===== src/hw/adc_host_pkg.sv =====
// constants for the dual converter host sequencer
package adc_host_pkg;
    localparam int unsigned CLK_PERIOD_PS    = 5000;           // 200 MHz
    localparam int unsigned CONV_TIME_NS     = 5200;           // conversion time
    localparam int unsigned PAIR_SETUP_NS    = 500;            // select settle before start
    localparam int unsigned QUIET_NS         = 400;            // read end to next start
    localparam int unsigned READ_TIME_NS     = 100;            // whole read operation
    localparam int unsigned CYCLE_TIME_NS    = 5700;           // fastest throughput
    localparam int unsigned START_LOW_NS     = 50;             // start pulse width
    localparam int unsigned CONV_CYC   = (CONV_TIME_NS * 1000 + CLK_PERIOD_PS - 1) / CLK_PERIOD_PS;
    localparam int unsigned SETUP_CYC  = (PAIR_SETUP_NS * 1000 + CLK_PERIOD_PS - 1) / CLK_PERIOD_PS;
    localparam int unsigned QUIET_CYC  = (QUIET_NS * 1000 + CLK_PERIOD_PS - 1) / CLK_PERIOD_PS;
    localparam int unsigned START_CYC  = (START_LOW_NS * 1000 + CLK_PERIOD_PS - 1) / CLK_PERIOD_PS;
    localparam int unsigned STROBE_CYC = (READ_TIME_NS * 1000) / (4 * CLK_PERIOD_PS);
    localparam int unsigned DATA_W     = 14;                   // result width
    localparam int unsigned CNT_W      = 11;                   // timer width
    localparam logic [13:0] BIP_MAX    = 14'h1FFF;             // most positive two's complement
    localparam logic [13:0] BIP_MIN    = 14'h2000;             // most negative two's complement
    localparam logic [13:0] BIP_NEG1   = 14'h3FFF;             // just below ground
endpackage


===== src/hw/dual_adc_convert_read_sequencer.sv =====
// host-side sequencer that starts conversions and reads both results
//
// Overview of operation
// - select changes after start high, 500 ns setup
// - never change select during conversion
// - one chip select pulse, two read strobes
// - 400 ns quiet after read before start
// - cycle is conversion, read, quiet: 5.7 us
`timescale 1ns/1ps
`default_nettype none
module dual_adc_convert_read_sequencer (
    input  wire logic        clk_i,                  // 200 MHz clock
    input  wire logic        rst_i,                  // sync reset, active high
    input  wire logic        convert_req_i,          // request one conversion
    input  wire logic        pair_sel_i,             // pair wanted: 0 = A, 1 = B
    input  wire logic        bipolar_i,              // 1 = two's complement part
    output logic             convert_ready_o,        // idle, request taken
    output logic             conversion_start_n_o,   // start pin, active low
    output logic             input_pair_select_o,    // pair select pin
    input  wire logic        busy_i,                 // device busy pin
    output logic             chip_select_n_o,        // chip select pin
    output logic             read_n_o,               // read strobe pin
    input  wire logic [13:0] data_i,                 // device data bus
    output logic      [15:0] result_o,               // {pair, index, code}
    output logic             result_valid_o,         // result available
    input  wire logic        result_ready_i,         // consumer accepts
    output logic      [15:0] result_signed_o,        // code sign-extended when bipolar_i, else zero-extended
    output logic             timeout_o               // busy overran, pulse
);
    // ********************************************************************
    // sequencer
    // ********************************************************************
    typedef enum logic [7:0] {
        ST_IDLE  = 8'h01,
        ST_SETUP = 8'h02,
        ST_START = 8'h04,
        ST_CONV  = 8'h08,
        ST_CS    = 8'h10,
        ST_RDLO  = 8'h20,
        ST_RDHI  = 8'h40,
        ST_QUIET = 8'h80
    } seq_e;

    localparam logic [10:0] CONV_MAX  = 11'(adc_host_pkg::CONV_CYC + 16);
    localparam logic [10:0] SETUP_MAX = 11'(adc_host_pkg::SETUP_CYC - 1);
    localparam logic [10:0] START_MAX = 11'(adc_host_pkg::START_CYC - 1);
    localparam logic [10:0] STRB_MAX  = 11'(adc_host_pkg::STROBE_CYC - 1);
    localparam logic [10:0] QUIET_MAX = 11'(adc_host_pkg::QUIET_CYC - 1);

    seq_e        st_q;
    logic [10:0] tmr_q;
    logic        idx_q;
    logic        sel_q;
    logic        in_ready;
    logic        push;
    logic        tmo_q;
    logic        first_q;

    assign convert_ready_o = (st_q == ST_IDLE);
    assign push            = (st_q == ST_RDLO) && (tmr_q == STRB_MAX) && in_ready;

    // state and timer
    always_ff @(posedge clk_i) begin
        if (rst_i) begin
            st_q    <= ST_IDLE;
            tmr_q   <= 11'h000;
            idx_q   <= 1'b0;
            tmo_q   <= 1'b0;
            first_q <= 1'b1;
        end else begin
            tmo_q <= 1'b0;
            unique case (st_q)
                ST_IDLE: begin
                    tmr_q <= 11'h000;
                    if (convert_req_i) begin
                        // a changed select needs its settle time first
                        st_q <= (pair_sel_i != sel_q || first_q) ? ST_SETUP : ST_START;
                    end
                end
                ST_SETUP: begin
                    tmr_q <= tmr_q + 11'h001;
                    if (tmr_q == SETUP_MAX) begin
                        tmr_q <= 11'h000;
                        st_q  <= ST_START;
                    end
                end
                ST_START: begin
                    first_q <= 1'b0;
                    tmr_q   <= tmr_q + 11'h001;
                    if (tmr_q == START_MAX) begin
                        tmr_q <= 11'h000;
                        st_q  <= ST_CONV;
                    end
                end
                ST_CONV: begin
                    // wait for busy to drop; a dead device is timed out
                    tmr_q <= tmr_q + 11'h001;
                    if (tmr_q > 11'h002 && !busy_i) begin
                        tmr_q <= 11'h000;
                        idx_q <= 1'b0;
                        st_q  <= ST_CS;
                    end else if (tmr_q == CONV_MAX) begin
                        tmr_q <= 11'h000;
                        idx_q <= 1'b0;
                        tmo_q <= 1'b1;
                        st_q  <= ST_CS;
                    end
                end
                ST_CS: begin
                    st_q <= ST_RDLO;
                end
                ST_RDLO: begin
                    // strobe stays low while the buffer is full
                    if (tmr_q != STRB_MAX) begin
                        tmr_q <= tmr_q + 11'h001;
                    end else if (in_ready) begin
                        tmr_q <= 11'h000;
                        st_q  <= ST_RDHI;
                    end
                end
                ST_RDHI: begin
                    tmr_q <= tmr_q + 11'h001;
                    if (tmr_q == STRB_MAX) begin
                        tmr_q <= 11'h000;
                        idx_q <= ~idx_q;
                        st_q  <= idx_q ? ST_QUIET : ST_RDLO;
                    end
                end
                ST_QUIET: begin
                    tmr_q <= tmr_q + 11'h001;
                    if (tmr_q == QUIET_MAX) begin
                        tmr_q <= 11'h000;
                        st_q  <= ST_IDLE;
                    end
                end
                default: begin
                    st_q <= ST_IDLE;
                end
            endcase
        end
    end

    // select pin: only changes in idle, after start is back high
    always_ff @(posedge clk_i) begin
        if (rst_i) begin
            sel_q <= 1'b0;
        end else if (st_q == ST_IDLE && convert_req_i) begin
            sel_q <= pair_sel_i;
        end
    end

    // ********************************************************************
    // pins
    // ********************************************************************
    // pin registers, glitch free
    always_ff @(posedge clk_i) begin
        if (rst_i) begin
            conversion_start_n_o <= 1'b1;
            chip_select_n_o      <= 1'b1;
            read_n_o             <= 1'b1;
        end else begin
            conversion_start_n_o <= !((st_q == ST_START && tmr_q != START_MAX)
                                      || (st_q == ST_SETUP && tmr_q == SETUP_MAX)
                                      || (st_q == ST_IDLE && convert_req_i
                                          && pair_sel_i == sel_q && !first_q));
            chip_select_n_o      <= !((st_q == ST_CONV && (tmr_q > 11'h002 && !busy_i
                                       || tmr_q == CONV_MAX)) || st_q == ST_CS
                                      || st_q == ST_RDLO
                                      || (st_q == ST_RDHI && !(idx_q && tmr_q == STRB_MAX)));
            read_n_o             <= !(st_q == ST_CS || (st_q == ST_RDLO && !push)
                                      || (st_q == ST_RDHI && !idx_q && tmr_q == STRB_MAX));
        end
    end
    assign input_pair_select_o = sel_q;

    // ********************************************************************
    // result path
    // ********************************************************************
    // tag: pair (from sel_q) and read index, then code
    result_buffer #(
        .WIDTH(16)
    ) u_buf (
        .clk_i       (clk_i),
        .rst_i       (rst_i),
        .in_data_i   ({sel_q, idx_q, data_i}),
        .in_valid_i  ((st_q == ST_RDLO) && (tmr_q == STRB_MAX)),
        .in_ready_o  (in_ready),
        .out_data_o  (result_o),
        .out_valid_o (result_valid_o),
        .out_ready_i (result_ready_i)
    );

    // two's complement sign extension or zero extension
    assign result_signed_o = bipolar_i ? {{2{result_o[13]}}, result_o[13:0]}
                                       : {2'b00, result_o[13:0]};
    assign timeout_o = tmo_q;

    // ********************************************************************
    // checks
    // ********************************************************************
    chk_start_read_gap: assert property (@(posedge clk_i) disable iff (rst_i)
        $rose(chip_select_n_o) |-> conversion_start_n_o [*8])
        else $error("start too soon after read");
    chk_select_stable: assert property (@(posedge clk_i) disable iff (rst_i)
        !conversion_start_n_o || st_q == ST_CONV |-> $stable(input_pair_select_o))
        else $error("select moved during conversion");
    chk_read_inside_cs: assert property (@(posedge clk_i) disable iff (rst_i)
        !read_n_o |-> !chip_select_n_o)
        else $error("read strobe outside chip select");
    chk_no_read_busy: assert property (@(posedge clk_i) disable iff (rst_i)
        $fell(chip_select_n_o) |-> $past(st_q) == ST_CONV)
        else $error("read began outside end of conversion");
    chk_sign_extend: assert property (@(posedge clk_i) disable iff (rst_i)
        bipolar_i && result_o[13:0] == adc_host_pkg::BIP_MAX |-> result_signed_o == 16'h1FFF)
        else $error("bad positive extension");
    chk_neg_extend: assert property (@(posedge clk_i) disable iff (rst_i)
        bipolar_i && result_o[13:0] == adc_host_pkg::BIP_MIN |-> result_signed_o == 16'hE000)
        else $error("bad negative extension");
    chk_minus_one: assert property (@(posedge clk_i) disable iff (rst_i)
        bipolar_i && result_o[13:0] == adc_host_pkg::BIP_NEG1 |-> result_signed_o == 16'hFFFF)
        else $error("bad minus one");
    chk_order_reset: assert property (@(posedge clk_i) disable iff (rst_i)
        $fell(chip_select_n_o) |=> !idx_q)
        else $error("read order not restarted");
endmodule
`default_nettype wire


===== src/hw/result_buffer.sv =====
// two-entry valid/ready buffer for converter results
`timescale 1ns/1ps
`default_nettype none
module result_buffer #(
    parameter int unsigned WIDTH = 16
) (
    input  wire logic             clk_i,      // clock
    input  wire logic             rst_i,      // sync reset
    input  wire logic [WIDTH-1:0] in_data_i,  // incoming word
    input  wire logic             in_valid_i, // incoming valid
    output logic                  in_ready_o, // space available
    output logic      [WIDTH-1:0] out_data_o, // head word
    output logic                  out_valid_o,// head valid
    input  wire logic             out_ready_i // drain accepts
);
    logic [WIDTH-1:0] mem_q [2];
    logic             wr_q;
    logic             rd_q;
    logic [1:0]       cnt_q;
    logic             push;
    logic             pop;

    // handshakes
    assign in_ready_o  = (cnt_q != 2'h2);
    assign out_valid_o = (cnt_q != 2'h0);
    assign out_data_o  = mem_q[rd_q];
    assign push        = in_valid_i && in_ready_o;
    assign pop         = out_valid_o && out_ready_i;

    // storage and pointers
    always_ff @(posedge clk_i) begin
        if (rst_i) begin
            wr_q  <= 1'b0;
            rd_q  <= 1'b0;
            cnt_q <= 2'h0;
            mem_q[0] <= '0;
            mem_q[1] <= '0;
        end else begin
            if (push) begin
                mem_q[wr_q] <= in_data_i;
                wr_q        <= ~wr_q;
            end
            if (pop) begin
                rd_q <= ~rd_q;
            end
            cnt_q <= cnt_q + {1'b0, push} - {1'b0, pop};
        end
    end
endmodule
`default_nettype wire


===== config.mk =====
export PLATFORM = sky130hd
export DESIGN_NAME = dual_adc_convert_read_sequencer
export DESIGN_NICKNAME = d
export VERILOG_FILES = /design/src/hw/adc_host_pkg.sv /design/src/hw/dual_adc_convert_read_sequencer.sv /design/src/hw/result_buffer.sv
export SDC_FILE = /design/constraint.sdc
export NUM_CORES = 1
export LEC_CHECK = 0
export BUFFER_PORTS_ARGS = -buffer_cell sky130_fd_sc_hd__buf_4
export CELL_PAD_IN_SITES_DETAIL_PLACEMENT = 1
export CELL_PAD_IN_SITES_GLOBAL_PLACEMENT = 2
export CORE_MARGIN = 3
export CORE_UTILIZATION = 30
export DETAILED_ROUTE_END_ITERATION = 10
export PLACE_DENSITY = 0.77
export SLEW_MARGIN = 20
export SYNTH_ARGS = -nofsm -noshare
export SYNTH_HDL_FRONTEND = slang
export SYNTH_HIERARCHICAL = 1
export SYNTH_SLANG_ARGS = --single-unit

===== constraint.sdc =====
create_clock -name clk_i -period 3.3 [get_ports clk_i]
set_input_delay 0 -clock clk_i [delete_from_list [all_inputs] [get_ports clk_i]]
set_output_delay 0 -clock clk_i [all_outputs]
set_load 0.05 [all_outputs]

==> results of run 1 <==
-- metal layers --
metal	vias to the layer above	part of all wire	global-route usage
li1	1335	-	-
met1	1320	0.45	0.176
met2	55	0.49	0.237
met3	11	0.039	0.0296
met4	0	0.014	0.0433
met5	-	0	0
-- state kept, by name, indices dropped and copies added (netlist names), 2 cells and up, named ones only --
name,count
u_buf/cnt_q,2
u_buf/mem_q,32
st_q,8
tmr_q,11
-- kinds of logic after synthesis --
logic type,share of synthesized area
AOI/OAI and AO/OA,0.109
xor gates and xnor gates,0.0155
adders and majority gates,0.0185
buffers and inverters,0.0753
DFF,0.467
muxes,0.0624
and+or+nand+nor,0.252
-- final cells by class --
cell class | count | area [um2] | area share
Tap cell | 140 | 175 | 0.0419
Clock inverter | 7 | 72.6 | 0.0173
Sequential cell | 63 | 1580 | 0.378
Inverter | 17 | 63.8 | 0.0152
Clock buffer | 9 | 225 | 0.0538
Multi-Input combinational cell | 241 | 1550 | 0.371
Timing Repair Buffer | 68 | 515 | 0.123
-- tightest hold or removal path, stage by stage --
cell                       delay, ps
sky130_fd_sc_hd__buf_4            80
sky130_fd_sc_hd__nand2b_1         60
sky130_fd_sc_hd__nor2_1           80
-- power breakdown --
part           switching, mW  total, mW  leakage (nW)  internal [mW]
registers             0.0367      0.890         0.581          0.853
logic                  0.355      0.533         0.839          0.178
clock network          0.359      0.945         0.142          0.585
total                  0.752       2.37          1.56           1.62
-- synthesized netlist by cell type, types with 3 or more instances --
cell type	number
sky130_fd_sc_hd__xnor2_1	4
sky130_fd_sc_hd__nand2b_1	24
sky130_fd_sc_hd__nor2_1	49
sky130_fd_sc_hd__and3_1	7
sky130_fd_sc_hd__o21ai_1	15
sky130_fd_sc_hd__buf_4	16
sky130_fd_sc_hd__nor4b_1	4
sky130_fd_sc_hd__edfxtp_1	32
sky130_fd_sc_hd__dfxtp_1	31
sky130_fd_sc_hd__buf_2	6
sky130_fd_sc_hd__nor4_1	10
sky130_fd_sc_hd__ha_1	5
sky130_fd_sc_hd__nand2_1	14
sky130_fd_sc_hd__and2_1	3
sky130_fd_sc_hd__nand3_1	11
sky130_fd_sc_hd__or3_1	4
sky130_fd_sc_hd__nor3_1	15
sky130_fd_sc_hd__inv_1	17
sky130_fd_sc_hd__a21oi_1	11
sky130_fd_sc_hd__mux2_2	17
sky130_fd_sc_hd__nand3b_1	3
sky130_fd_sc_hd__clkbuf_1	11
sky130_fd_sc_hd__a31oi_1	3
sky130_fd_sc_hd__or4_1	3
sky130_fd_sc_hd__nand4b_1	3
-- path summary, 6_finish.rpt --
path / from / endpoint / slack [ps] / depth (start not counted)
setup reg to reg: tmr_q[4]$_SDFFE_PP0P_ / u_buf/cnt_q[1]$_SDFF_PP0_ / 500 / 6
hold reg to reg: first_q$_SDFFE_PP1P_ / first_q$_SDFFE_PP1P_ / 460 / 2
setup / recovery: tmr_q[4]$_SDFFE_PP0P_ / u_buf/cnt_q[1]$_SDFF_PP0_ / 500 / 6
hold / removal: data_i[7] / u_buf/mem_q[0][7]$_SDFFCE_PN0P_ / 9 / 3
==> insert_results.sql, run 1 <==
INSERT INTO impl_metrics (metric_group, metric, value, unit) VALUES
('clocking', 'cts.clk_slew.worst_paths', '60', 'ps'),
('route', 'detail_route.wl_per_cell', '15.6', 'um'),
('cells_and_area', 'postLayoutCoreUtil', '0.383', ''),
('run', 'maxCapViolCount', '0', ''),
('pwr', 'power.ir.vdd_worst', '279', 'uV'),
('clocking', 'cts_hold_repair.buffers', '2', ''),
('grt', 'grt_start_max_net_pins', '46', ''),
('synthesis', 'most_area_hungry_cell_type_in_the_yosys_netlist', 'sky130_fd_sc_hd__edfxtp_1', ''),
('hold_path', 'hold_path.class', 'in -> reg', ''),
('setup_path', 'startpoint_type', 'register', ''),
('synthesis', 'synthTopCellsByArea', 'sky130_fd_sc_hd__edfxtp_1 (28%), sky130_fd_sc_hd__dfxtp_1 (18%), sky130_fd_sc_hd__mux2_2 (5.6%)', ''),
('synthesis', 'yosysUniqueCellTypes', '53', ''),
('pwr', 'p_total', '2.37', 'mW'),
('timing', 'setup-violations-final', '0', ''),
('setup_path', 'worst_path_largest_cell_delay', '650', 'ps'),
('grt', 'grt-ovfl-total', '0', ''),
('synthesis', 'number_of_enable_flip_flop_cells_after_synthesis', '32', ''),
('setup_path', 'timing.critical_path.required', '3510', 'ps'),
('clocking', 'postCtsResizedCells', '0', ''),
('timing', 'timing_max_transition_violations_final', '0', ''),
('cells_and_area', 'layout.cells.most_common_list', 'sky130_fd_sc_hd__buf_4 (66), sky130_fd_sc_hd__nor2_1 (49), sky130_fd_sc_hd__edfxtp_1 (32)', ''),
('synthesis', 'yosysSeqAreaShare', '0.467', ''),
('route', 'finalWirelength', '8530', 'um'),
('cells_and_area', 'post-route-cell-area', '4190', 'um2'),
('status', 'run_status', 'completed', ''),
('synthesis', 'netlist.area_leader.share', '0.284', ''),
('pwr', 'p_leak', '1.56', 'nW'),
('timing', 'rsz0062_at_grt', 'no', ''),
('clocking', 'insertion_delay_to_the_later_sink_of_the_worst_skew_pair', '320', 'ps'),
('cells_and_area', 'post_route_cells_drive_above_1_share', '0.272', ''),
('timing', 'tightest_slew', '738', 'ps'),
('route', 'number_of_vias_after_detailed_routing', '2721', ''),
('grt', 'grtUsageTotal', '0.139', ''),
('synthesis', 'post_synth.cell_area_avg', '9.57', 'um2'),
('clocking', 'clock_tree.buffer_depth', '2', ''),
('placed_design', 'place_area', '3870', 'um2'),
('floorplanning', 'die_width', '112', 'um'),
('floorplanning', 'die_y', '112', 'um'),
('cells_and_area', 'insertedDiodeCount', '0', ''),
('route', 'route.detailed.drc', '0', ''),
('cells_and_area', 'non_filler_cells_in_the_finished_layout', '545', ''),
('timing', 'timing.final.hold_violations', '0', ''),
('setup_path', 'worst-path-max-fanout', '7', ''),
('synthesis', 'synth.cell_area', '3390', 'um2'),
('synthesis', 'post_synth_inst_count', '354', ''),
('setup_path', 'worst_ep_arrival_time', '3010', 'ps'),
('timing', 'clock_skew', '4.22', 'ps'),
('pwr', 'power_density', '566', 'nW/um2'),
('synthesis', 'yosys_warnings', '6', ''),
('synthesis', 'number_of_synthesized_register_bits', '63', ''),
('timing', 'post-route-period-util', '0.848', ''),
('synthesis', 'number_of_nets_produced_by_synthesis', '380', ''),
('setup_path', 'slowest_stage', 'sky130_fd_sc_hd__or4_1', ''),
('timing', 'finalCriticalPeriod', '2800', 'ps'),
('floorplanning', 'floorplan.die_area', '12600', 'um2'),
('route', 'detail_route.iter0.violations', '106', ''),
('setup_path', 'crit_path_end_kind', 'register', ''),
('clocking', 'htreeDepth', '3', ''),
('timing', 'setup_total_negative_slack', '0', 'ps'),
('grt', 'first_global_vias', '2874', ''),
('setup_path', 'worstSetupPathType', 'reg -> reg', ''),
('setup_path', 'cp_cell_sequence', 'or4_1, or3_1, nor2_1, and2b_1, mux2i_1, mux2_2', ''),
('route', 'postRouteAntennaNets', '0', ''),
('clocking', 'post_cts_setup_repair_buffer_count', '0', ''),
('grt', 'grt_antenna_before_repair', '0', ''),
('route', 'drt_pass1_iterations', '4', ''),
('cells_and_area', 'area_growth_syn_to_layout', '23.5', '%'),
('placed_design', 'dp.final_hpwl', '6070', 'um'),
('clocking', 'clock_tree.root_cell', 'sky130_fd_sc_hd__clkbuf_16', ''),
('synthesis', 'synth_ff_type', 'sky130_fd_sc_hd__edfxtp_1', ''),
('synthesis', 'synth-async-reset-ratio', '0', '');
(Power assumes the default switching activity.)
==> run 2, diff against run 1 <==
Settings changed: ABC_AREA from default to 1, PLACE_DENSITY 0.77 to 0.79.
Clock period 3.3 ns to 2.6 ns, I/O delays scaled along.
==> insert_results.sql, run 2 <==
INSERT INTO impl_metrics (metric_group, metric, value, unit) VALUES
('setup_path', 'worst_ep_arrival_time', '2170', 'ps'),
('clocking', 'insertion_delay_to_the_later_sink_of_the_worst_skew_pair', '330', 'ps'),
('synthesis', 'number_of_enable_flip_flop_cells_after_synthesis', '32', ''),
('pwr', 'p_total', '3.74', 'mW'),
('synthesis', 'number_of_nets_produced_by_synthesis', '462', ''),
('clocking', 'clock_sink_count', '63', ''),
('floorplanning', 'initial_core_util', '0.310', ''),
('pwr', 'power_density', '839', 'nW/um2'),
('route', 'drt_pass1_iterations', '4', ''),
('route', 'detail_route.iter0.violations', '77', ''),
('setup_path', 'timing.critical_path.required', '2610', 'ps'),
('timing', 'setup_total_negative_slack', '0', 'ps'),
('setup_path', 'r2r.worst_path.cells', '11', ''),
('synthesis', 'yosys_warnings', '6', ''),
('cells_and_area', 'top_regs', 'u_buf/mem_q: 32 flops, tmr_q: 11 flops, st_q: 8 flops', ''),
('grt', 'grt_antenna_before_repair', '0', ''),
('timing', 'finalCriticalPeriod', '2160', 'ps'),
('grt', 'grtUsageTotal', '0.139', ''),
('setup_path', 'startpoint_type', 'register', ''),
('grt', 'first_pass_grt_wire_length', '14400', 'um'),
('synthesis', 'yosysSeqAreaShare', '0.443', ''),
('synthesis', 'netlist.area_leader.share', '0.269', ''),
('cells_and_area', 'mostFrequentLayoutCell', 'sky130_fd_sc_hd__nand2_1', ''),
('floorplanning', 'io_pins', '60', ''),
('setup_path', 'critical_register_to_register_path_endpoint', 'u_buf/mem_q[0][9]$_SDFFCE_PN0P_', ''),
('synthesis', 'synth_ff_type', 'sky130_fd_sc_hd__edfxtp_1', ''),
('timing', 'hold_slack', '12.4', 'ps'),
('floorplanning', 'floorplan.die_area', '13300', 'um2'),
('timing', 'timing_max_transition_violations_final', '0', ''),
('timing', 'clock_skew', '10.6', 'ps'),
('synthesis', 'number_of_synthesized_register_bits', '63', ''),
('synthesis', 'most_area_hungry_cell_type_in_the_yosys_netlist', 'sky130_fd_sc_hd__edfxtp_1', ''),
('cells_and_area', 'largest_register', 'u_buf/mem_q', ''),
('placed_design', 'globalplace.congestion', '0.786', ''),
('cells_and_area', 'layout.cells.most_common_list', 'sky130_fd_sc_hd__nand2_1 (91), sky130_fd_sc_hd__nor2_1 (67), sky130_fd_sc_hd__buf_4 (66)', ''),
('status', 'run_status', 'completed', ''),
('synthesis', 'yosysUniqueCellTypes', '32', ''),
('placed_design', 'dp.final_hpwl', '6220', 'um'),
('clocking', 'tritoncts', 'yes', ''),
('synthesis', 'synth-async-reset-ratio', '0', ''),
('cells_and_area', 'post_route_cells_drive_above_1_share', '0.297', ''),
('route', 'finalWirelength', '8620', 'um'),
('floorplanning', 'die_width', '115', 'um'),
('route', 'detail_route.wl_per_cell', '13.2', 'um'),
('floorplanning', 'core.rowCount', '39', ''),
('timing', 'timing.final.hold_violations', '0', ''),
('cells_and_area', 'largest_register_ffs', '32', ''),
('route', 'number_of_vias_after_detailed_routing', '2927', ''),
('route', 'postRouteAntennaNets', '0', ''),
('setup_path', 'worst-path-max-fanout', '16', ''),
('hold_path', 'whs_endpoint', 'u_buf/mem_q[0][10]$_SDFFCE_PN0P_', ''),
('synthesis', 'synthTopCellsByCount', 'sky130_fd_sc_hd__nand2_1 (91), sky130_fd_sc_hd__nor2_1 (67), sky130_fd_sc_hd__inv_1 (55)', ''),
('timing', 'setup-violations-final', '0', ''),
('hold_path', 'whs_path_depth', '3', ''),
('timing', 'slew_headroom', '0.517', ''),
('timing', 'post-route-period-util', '0.830', ''),
('synthesis', 'synthTopCellsByArea', 'sky130_fd_sc_hd__edfxtp_1 (27%), sky130_fd_sc_hd__dfxtp_1 (17%), sky130_fd_sc_hd__nand2_1 (9.6%)', ''),
('timing', 'maxClockFrequency', '0.464', 'GHz'),
('pwr', 'power.ir.vdd_worst', '486', 'uV'),
('route', 'route.detailed.drc', '0', ''),
('pwr', 'p_leak', '2.06', 'nW'),
('hold_path', 'hold_path.class', 'in -> reg', ''),
('setup_path', 'crit_path_end_kind', 'register', ''),
('clocking', 'cts.clk_slew.worst_paths', '50', 'ps'),
('run', 'maxCapViolCount', '0', ''),
('synthesis', 'synth.cell_area', '3570', 'um2'),
('setup_path', 'reg2reg_launch_point', 'tmr_q[0]$_SDFFE_PP0P_', ''),
('placed_design', 'place.port_buffers', '59', ''),
('floorplanning', 'placeableCoreArea', '11500', 'um2'),
('setup_path', 'worstSetupPathType', 'reg -> reg', ''),
('cells_and_area', 'area_growth_syn_to_layout', '24.8', '%'),
('timing', 'rsz0062_at_grt', 'no', ''),
('synthesis', 'synth_most_common_cell', 'sky130_fd_sc_hd__nand2_1', ''),
('floorplanning', 'die_y', '115', 'um'),
('hold_path', 'holdCritStartpoint', 'data_i[10]', ''),
('clocking', 'clock_tree.buffer_depth', '2', ''),
('cells_and_area', 'postLayoutCoreUtil', '0.387', ''),
('clocking', 'htreeDepth', '3', ''),
('clocking', 'clock_tree.root_cell', 'sky130_fd_sc_hd__clkbuf_16', ''),
('route', 'vias_per_cell', '4.50', ''),
('clocking', 'cts-buffers-inserted', '9', ''),
('cells_and_area', 'nets_final', '529', ''),
('grt', 'grt_start_max_net_pins', '20', ''),
('cells_and_area', 'insertedDiodeCount', '0', ''),
('grt', 'first_global_vias', '3052', ''),
('setup_path', 'timing.reg2reg.setup_slack', '440', 'ps'),
('synthesis', 'post_synth_inst_count', '436', ''),
('synthesis', 'post_synth.cell_area_avg', '8.19', 'um2'),
('timing', 'tightest_slew', '724', 'ps'),
('grt', 'grt-ovfl-total', '0', '');
## run 2: cell count changes in the layout (fill, tap and decap cells not counted), moves of 11 or more
cell                            previous run  this run
sky130_fd_sc_hd__nand4_1                   0        11
sky130_fd_sc_hd__nand3_1                  11        27
sky130_fd_sc_hd__nand2_1                  14        91
sky130_fd_sc_hd__o21ai_1                  15         0
sky130_fd_sc_hd__nor2_4                    0        11
sky130_fd_sc_hd__inv_2                     0        11
sky130_fd_sc_hd__dlygate4sd3_1             2        15
sky130_fd_sc_hd__nand2b_1                 24         0
sky130_fd_sc_hd__nor2_1                   49        67
sky130_fd_sc_hd__nor2_2                    0        20
sky130_fd_sc_hd__inv_1                    17        55
## run 2: cell families (layout without fill, tap and decap cells)
family	Yosys count	in the layout	synth area share
adder cells (fa/ha/maj)	5	5	0.0175
AND/OR/NAND/NOR	245	245	0.333
flip-flops	63	63	0.443
multiplexers	16	16	0.0504
AO/OA/AOI/OAI	15	15	0.0256
buffers and inverters	92	164	0.130
## run 2: what timing repair did
item,in CTS,in global routing
resized for setup,0,0
hold endpoints to repair,25,0
hold buffers,15,0
setup buffers,0,0
## run 2: how the worst max path moves through the flow
stage,start,endpoint,slack [ps],cells after the start
after CTS,tmr_q[0]$_SDFFE_PP0P_,u_buf/mem_q[0][9]$_SDFFCE_PN0P_,420,11
after global routing,tmr_q[0]$_SDFFE_PP0P_,u_buf/mem_q[0][9]$_SDFFCE_PN0P_,190,11
after global placement,tmr_q[0]$_SDFFE_PP0P_,u_buf/mem_q[0][12]$_SDFFCE_PN0P_,510,11
after floorplan,tmr_q[0]$_SDFFE_PP0P_,u_buf/mem_q[0][0]$_SDFFCE_PN0P_,330,11
after detailed placement,tmr_q[0]$_SDFFE_PP0P_,u_buf/mem_q[0][12]$_SDFFCE_PN0P_,440,11
final,tmr_q[0]$_SDFFE_PP0P_,u_buf/mem_q[0][9]$_SDFFCE_PN0P_,440,11
## run 2: critical path, stage by stage (launching register included)
cell,delay [ps]
sky130_fd_sc_hd__dfxtp_1,350
sky130_fd_sc_hd__inv_1,130
sky130_fd_sc_hd__ha_1,190
sky130_fd_sc_hd__nand3_1,110
sky130_fd_sc_hd__nor2_1,130
sky130_fd_sc_hd__nand2_1,90
sky130_fd_sc_hd__nor2_1,280
sky130_fd_sc_hd__nand2_4,100
sky130_fd_sc_hd__nor2_4,110
sky130_fd_sc_hd__nand2_4,50
sky130_fd_sc_hd__nand2_1,60
sky130_fd_sc_hd__buf_4,250
## run 2: cell type report
cell class / count / area [um2]
clock inverter: 7 / 48.8
multi-input combinational: 281 / 1530
inverter: 67 / 251
sequential: 63 / 1580
tap: 143 / 179
fill: 1379 / 7060
clock buffer: 9 / 225
timing repair buffer: 81 / 646
## run 2: power breakdown
part	leakage (nW)	switching, mW	total (mW)	internal, mW
Sequential	0.582	0.0926	1.22	1.12
Combinational	1.34	0.984	1.43	0.448
Clock	0.137	0.448	1.09	0.645
## run 2: per-layer routing
| layer | up-vias | track usage | part of all wire |
|---|---|---|---|
| met5 | - | 0 | 0 |
| met4 | 0 | 0.0446 | 0.0085 |
| met3 | 5 | 0.0347 | 0.037 |
| met2 | 57 | 0.241 | 0.48 |
| met1 | 1372 | 0.169 | 0.47 |
| li1 | 1493 | - | - |
## run 2: metrics by stage
step	instance area, um2	std cells	worst slack [ps]
final	4460	651	443
after global placement	4030	620	510
after detailed placement	4030	620	440
after global routing	4460	651	189
after CTS	4460	651	424
after floorplan	3570	436	327
==> run 3, diff against run 2 <==
Clock period 2.6 ns to 2.2 ns, I/O delays scaled along.
==> insert_results.sql, run 3 (synthesized netlist as in run 2, its figures left out) <==
INSERT INTO impl_metrics (metric_group, metric, value, unit) VALUES
('status', 'run_status', 'completed', ''),
('route', 'detail_route.iter0.violations', '120', ''),
('clocking', 'cts.clk_slew.worst_paths', '60', 'ps'),
('pwr', 'p_total', '4.73', 'mW'),
('placed_design', 'numPlacedInstances', '619', ''),
('route', 'finalWirelength', '8700', 'um'),
('cells_and_area', 'layout.cells.most_common_list', 'sky130_fd_sc_hd__nand2_1 (86), sky130_fd_sc_hd__nor2_1 (65), sky130_fd_sc_hd__buf_4 (64)', ''),
('pwr', 'power_density', '1040', 'nW/um2'),
('pwr', 'power.ir.vdd_worst', '681', 'uV'),
('timing', 'tightest_slew', '450', 'ps'),
('grt', 'first_global_vias', '3094', ''),
('setup_path', 'startpoint_type', 'register', ''),
('timing', 'post-route-period-util', '0.900', ''),
('cells_and_area', 'area_growth_syn_to_layout', '27.3', '%'),
('route', 'route.detailed.drc', '0', ''),
('timing', 'rsz0062_at_grt', 'no', ''),
('run', 'maxCapViolCount', '0', ''),
('route', 'number_of_vias_after_detailed_routing', '2935', ''),
('floorplanning', 'core.rowCount', '39', ''),
('timing', 'setup-violations-final', '0', ''),
('pwr', 'p_leak', '2.07', 'nW'),
('setup_path', 'worst-path-max-fanout', '16', ''),
('timing', 'post-route-worst-setup-slack', '220', 'ps'),
('route', 'drt_pass1_iterations', '4', ''),
('cells_and_area', 'largest_register', 'u_buf/mem_q', ''),
('grt', 'grt_start_max_net_pins', '20', ''),
('setup_path', 'timing.critical_path.required', '2210', 'ps'),
('cells_and_area', 'top_regs', 'u_buf/mem_q: 32 flops, tmr_q: 11 flops, st_q: 8 flops', ''),
('cells_and_area', 'mostFrequentLayoutCell', 'sky130_fd_sc_hd__nand2_1', ''),
('clocking', 'tritoncts', 'yes', ''),
('grt', 'grt_antenna_before_repair', '0', ''),
('timing', 'slew_headroom', '0.699', ''),
('cells_and_area', 'nets_final', '528', ''),
('timing', 'maxClockFrequency', '0.505', 'GHz'),
('floorplanning', 'io_pins', '60', ''),
('floorplanning', 'placeableCoreArea', '11500', 'um2'),
('floorplanning', 'initial_core_util', '0.310', ''),
('grt', 'first_pass_grt_wire_length', '14400', 'um'),
('cells_and_area', 'non_filler_cells_in_the_finished_layout', '650', ''),
('cells_and_area', 'insertedDiodeCount', '0', ''),
('timing', 'clock_skew', '9.71', 'ps'),
('cells_and_area', 'fill_cells', '1388', ''),
('timing', 'hold_slack', '22.3', 'ps'),
('floorplanning', 'floorplan.die_area', '13300', 'um2'),
('grt', 'grt-ovfl-total', '0', ''),
('cells_and_area', 'largest_register_ffs', '32', ''),
('floorplanning', 'die_y', '115', 'um'),
('route', 'detail_route.wl_per_cell', '13.4', 'um'),
('clocking', 'clock_sink_count', '63', ''),
('clocking', 'cts-buffers-inserted', '9', ''),
('setup_path', 'worstSetupPathType', 'reg -> reg', ''),
('setup_path', 'crit_path_end_kind', 'register', ''),
('placed_design', 'dp.final_hpwl', '6480', 'um'),
('route', 'vias_per_cell', '4.52', ''),
('timing', 'timing_max_transition_violations_final', '0', ''),
('timing', 'finalCriticalPeriod', '1980', 'ps'),
('clocking', 'clock_tree.root_cell', 'sky130_fd_sc_hd__clkbuf_16', ''),
('placed_design', 'place.port_buffers', '59', ''),
('setup_path', 'worst_ep_arrival_time', '1990', 'ps'),
('placed_design', 'globalplace.congestion', '0.854', ''),
('clocking', 'htreeDepth', '3', ''),
('grt', 'grtUsageTotal', '0.138', ''),
('clocking', 'insertion_delay_to_the_later_sink_of_the_worst_skew_pair', '330', 'ps'),
('clocking', 'clock_tree.buffer_depth', '2', ''),
('timing', 'timing.final.hold_violations', '0', ''),
('cells_and_area', 'post_route_cells_drive_above_1_share', '0.316', ''),
('placed_design', 'dpl_worst_slack', '-37.0', 'ps'),
('hold_path', 'hold_path.class', 'in -> reg', ''),
('floorplanning', 'die_width', '115', 'um'),
('route', 'postRouteAntennaNets', '0', '');
## run 3: path summary, 6_finish.rpt
path / start / end / slack, ps / cells after the start
worst min register to register: first_q$_SDFFE_PP1P_ / first_q$_SDFFE_PP1P_ / 450 / 2
worst min-delay path: data_i[0] / u_buf/mem_q[1][0]$_SDFFCE_PN0P_ / 20 / 3
worst max register to register: tmr_q[0]$_SDFFE_PP0P_ / u_buf/mem_q[0][3]$_SDFFCE_PN0P_ / 220 / 10
worst max-delay path: tmr_q[0]$_SDFFE_PP0P_ / u_buf/mem_q[0][3]$_SDFFCE_PN0P_ / 220 / 10
## run 3: what timing repair did
item,4_1_cts,5_1_grt
endpoints found under the setup margin,16,62
hold endpoints to repair,28,0
gates cloned,0,0
gates resized for setup,1,10
pin swaps,0,1
hold buffers,15,0
buffers inserted,0,0
## run 3: layout make-up
| class | count | area [um2] | share of cell area |
|---|---|---|---|
| Clock inverter | 7 | 96.3 | 0.0212 |
| Clock buffer | 9 | 225 | 0.0495 |
| Tap cell | 143 | 179 | 0.0394 |
| Timing Repair Buffer | 80 | 651 | 0.143 |
| Multi-Input combinational cell | 281 | 1560 | 0.343 |
| Inverter | 67 | 251 | 0.0553 |
| Sequential cell | 63 | 1580 | 0.348 |
## run 3: critical path: stages (launching register included)
cell                      delay (ps)
sky130_fd_sc_hd__dfxtp_2         340
sky130_fd_sc_hd__inv_1           110
sky130_fd_sc_hd__ha_1            200
sky130_fd_sc_hd__nand3_1         120
sky130_fd_sc_hd__nor2_2          140
sky130_fd_sc_hd__nand2_2          90
sky130_fd_sc_hd__nor2_2          200
sky130_fd_sc_hd__nand2_4          90
sky130_fd_sc_hd__nor2_4          100
sky130_fd_sc_hd__nand2_4          60
sky130_fd_sc_hd__nand2_4         210
## run 3: stage by stage
step	cell area [um2]	util	TNS (ps)
after global placement	4040	0.351	0
after floorplan	3580	-	0
after detailed placement	4040	0.351	-575
after CTS	4520	0.392	0
after global routing	4550	0.395	0
final	4550	0.395	0
## run 3: power breakdown
| part | internal, mW | switching [mW] |
|---|---|---|
| clock | 0.993 | 0.546 |
| sequential | 1.33 | 0.104 |
| combinational | 0.569 | 1.19 |
| total | 2.89 | 1.84 |
## run 3: routing by layer
layer / global-route usage / vias up / wire, um
li1: - / 1494 / -
met3: 0.0421 / 10 / 441
met5: 0 / - / 0
met2: 0.236 / 65 / 4260
met1: 0.168 / 1366 / 3900
met4: 0.0399 / 0 / 94
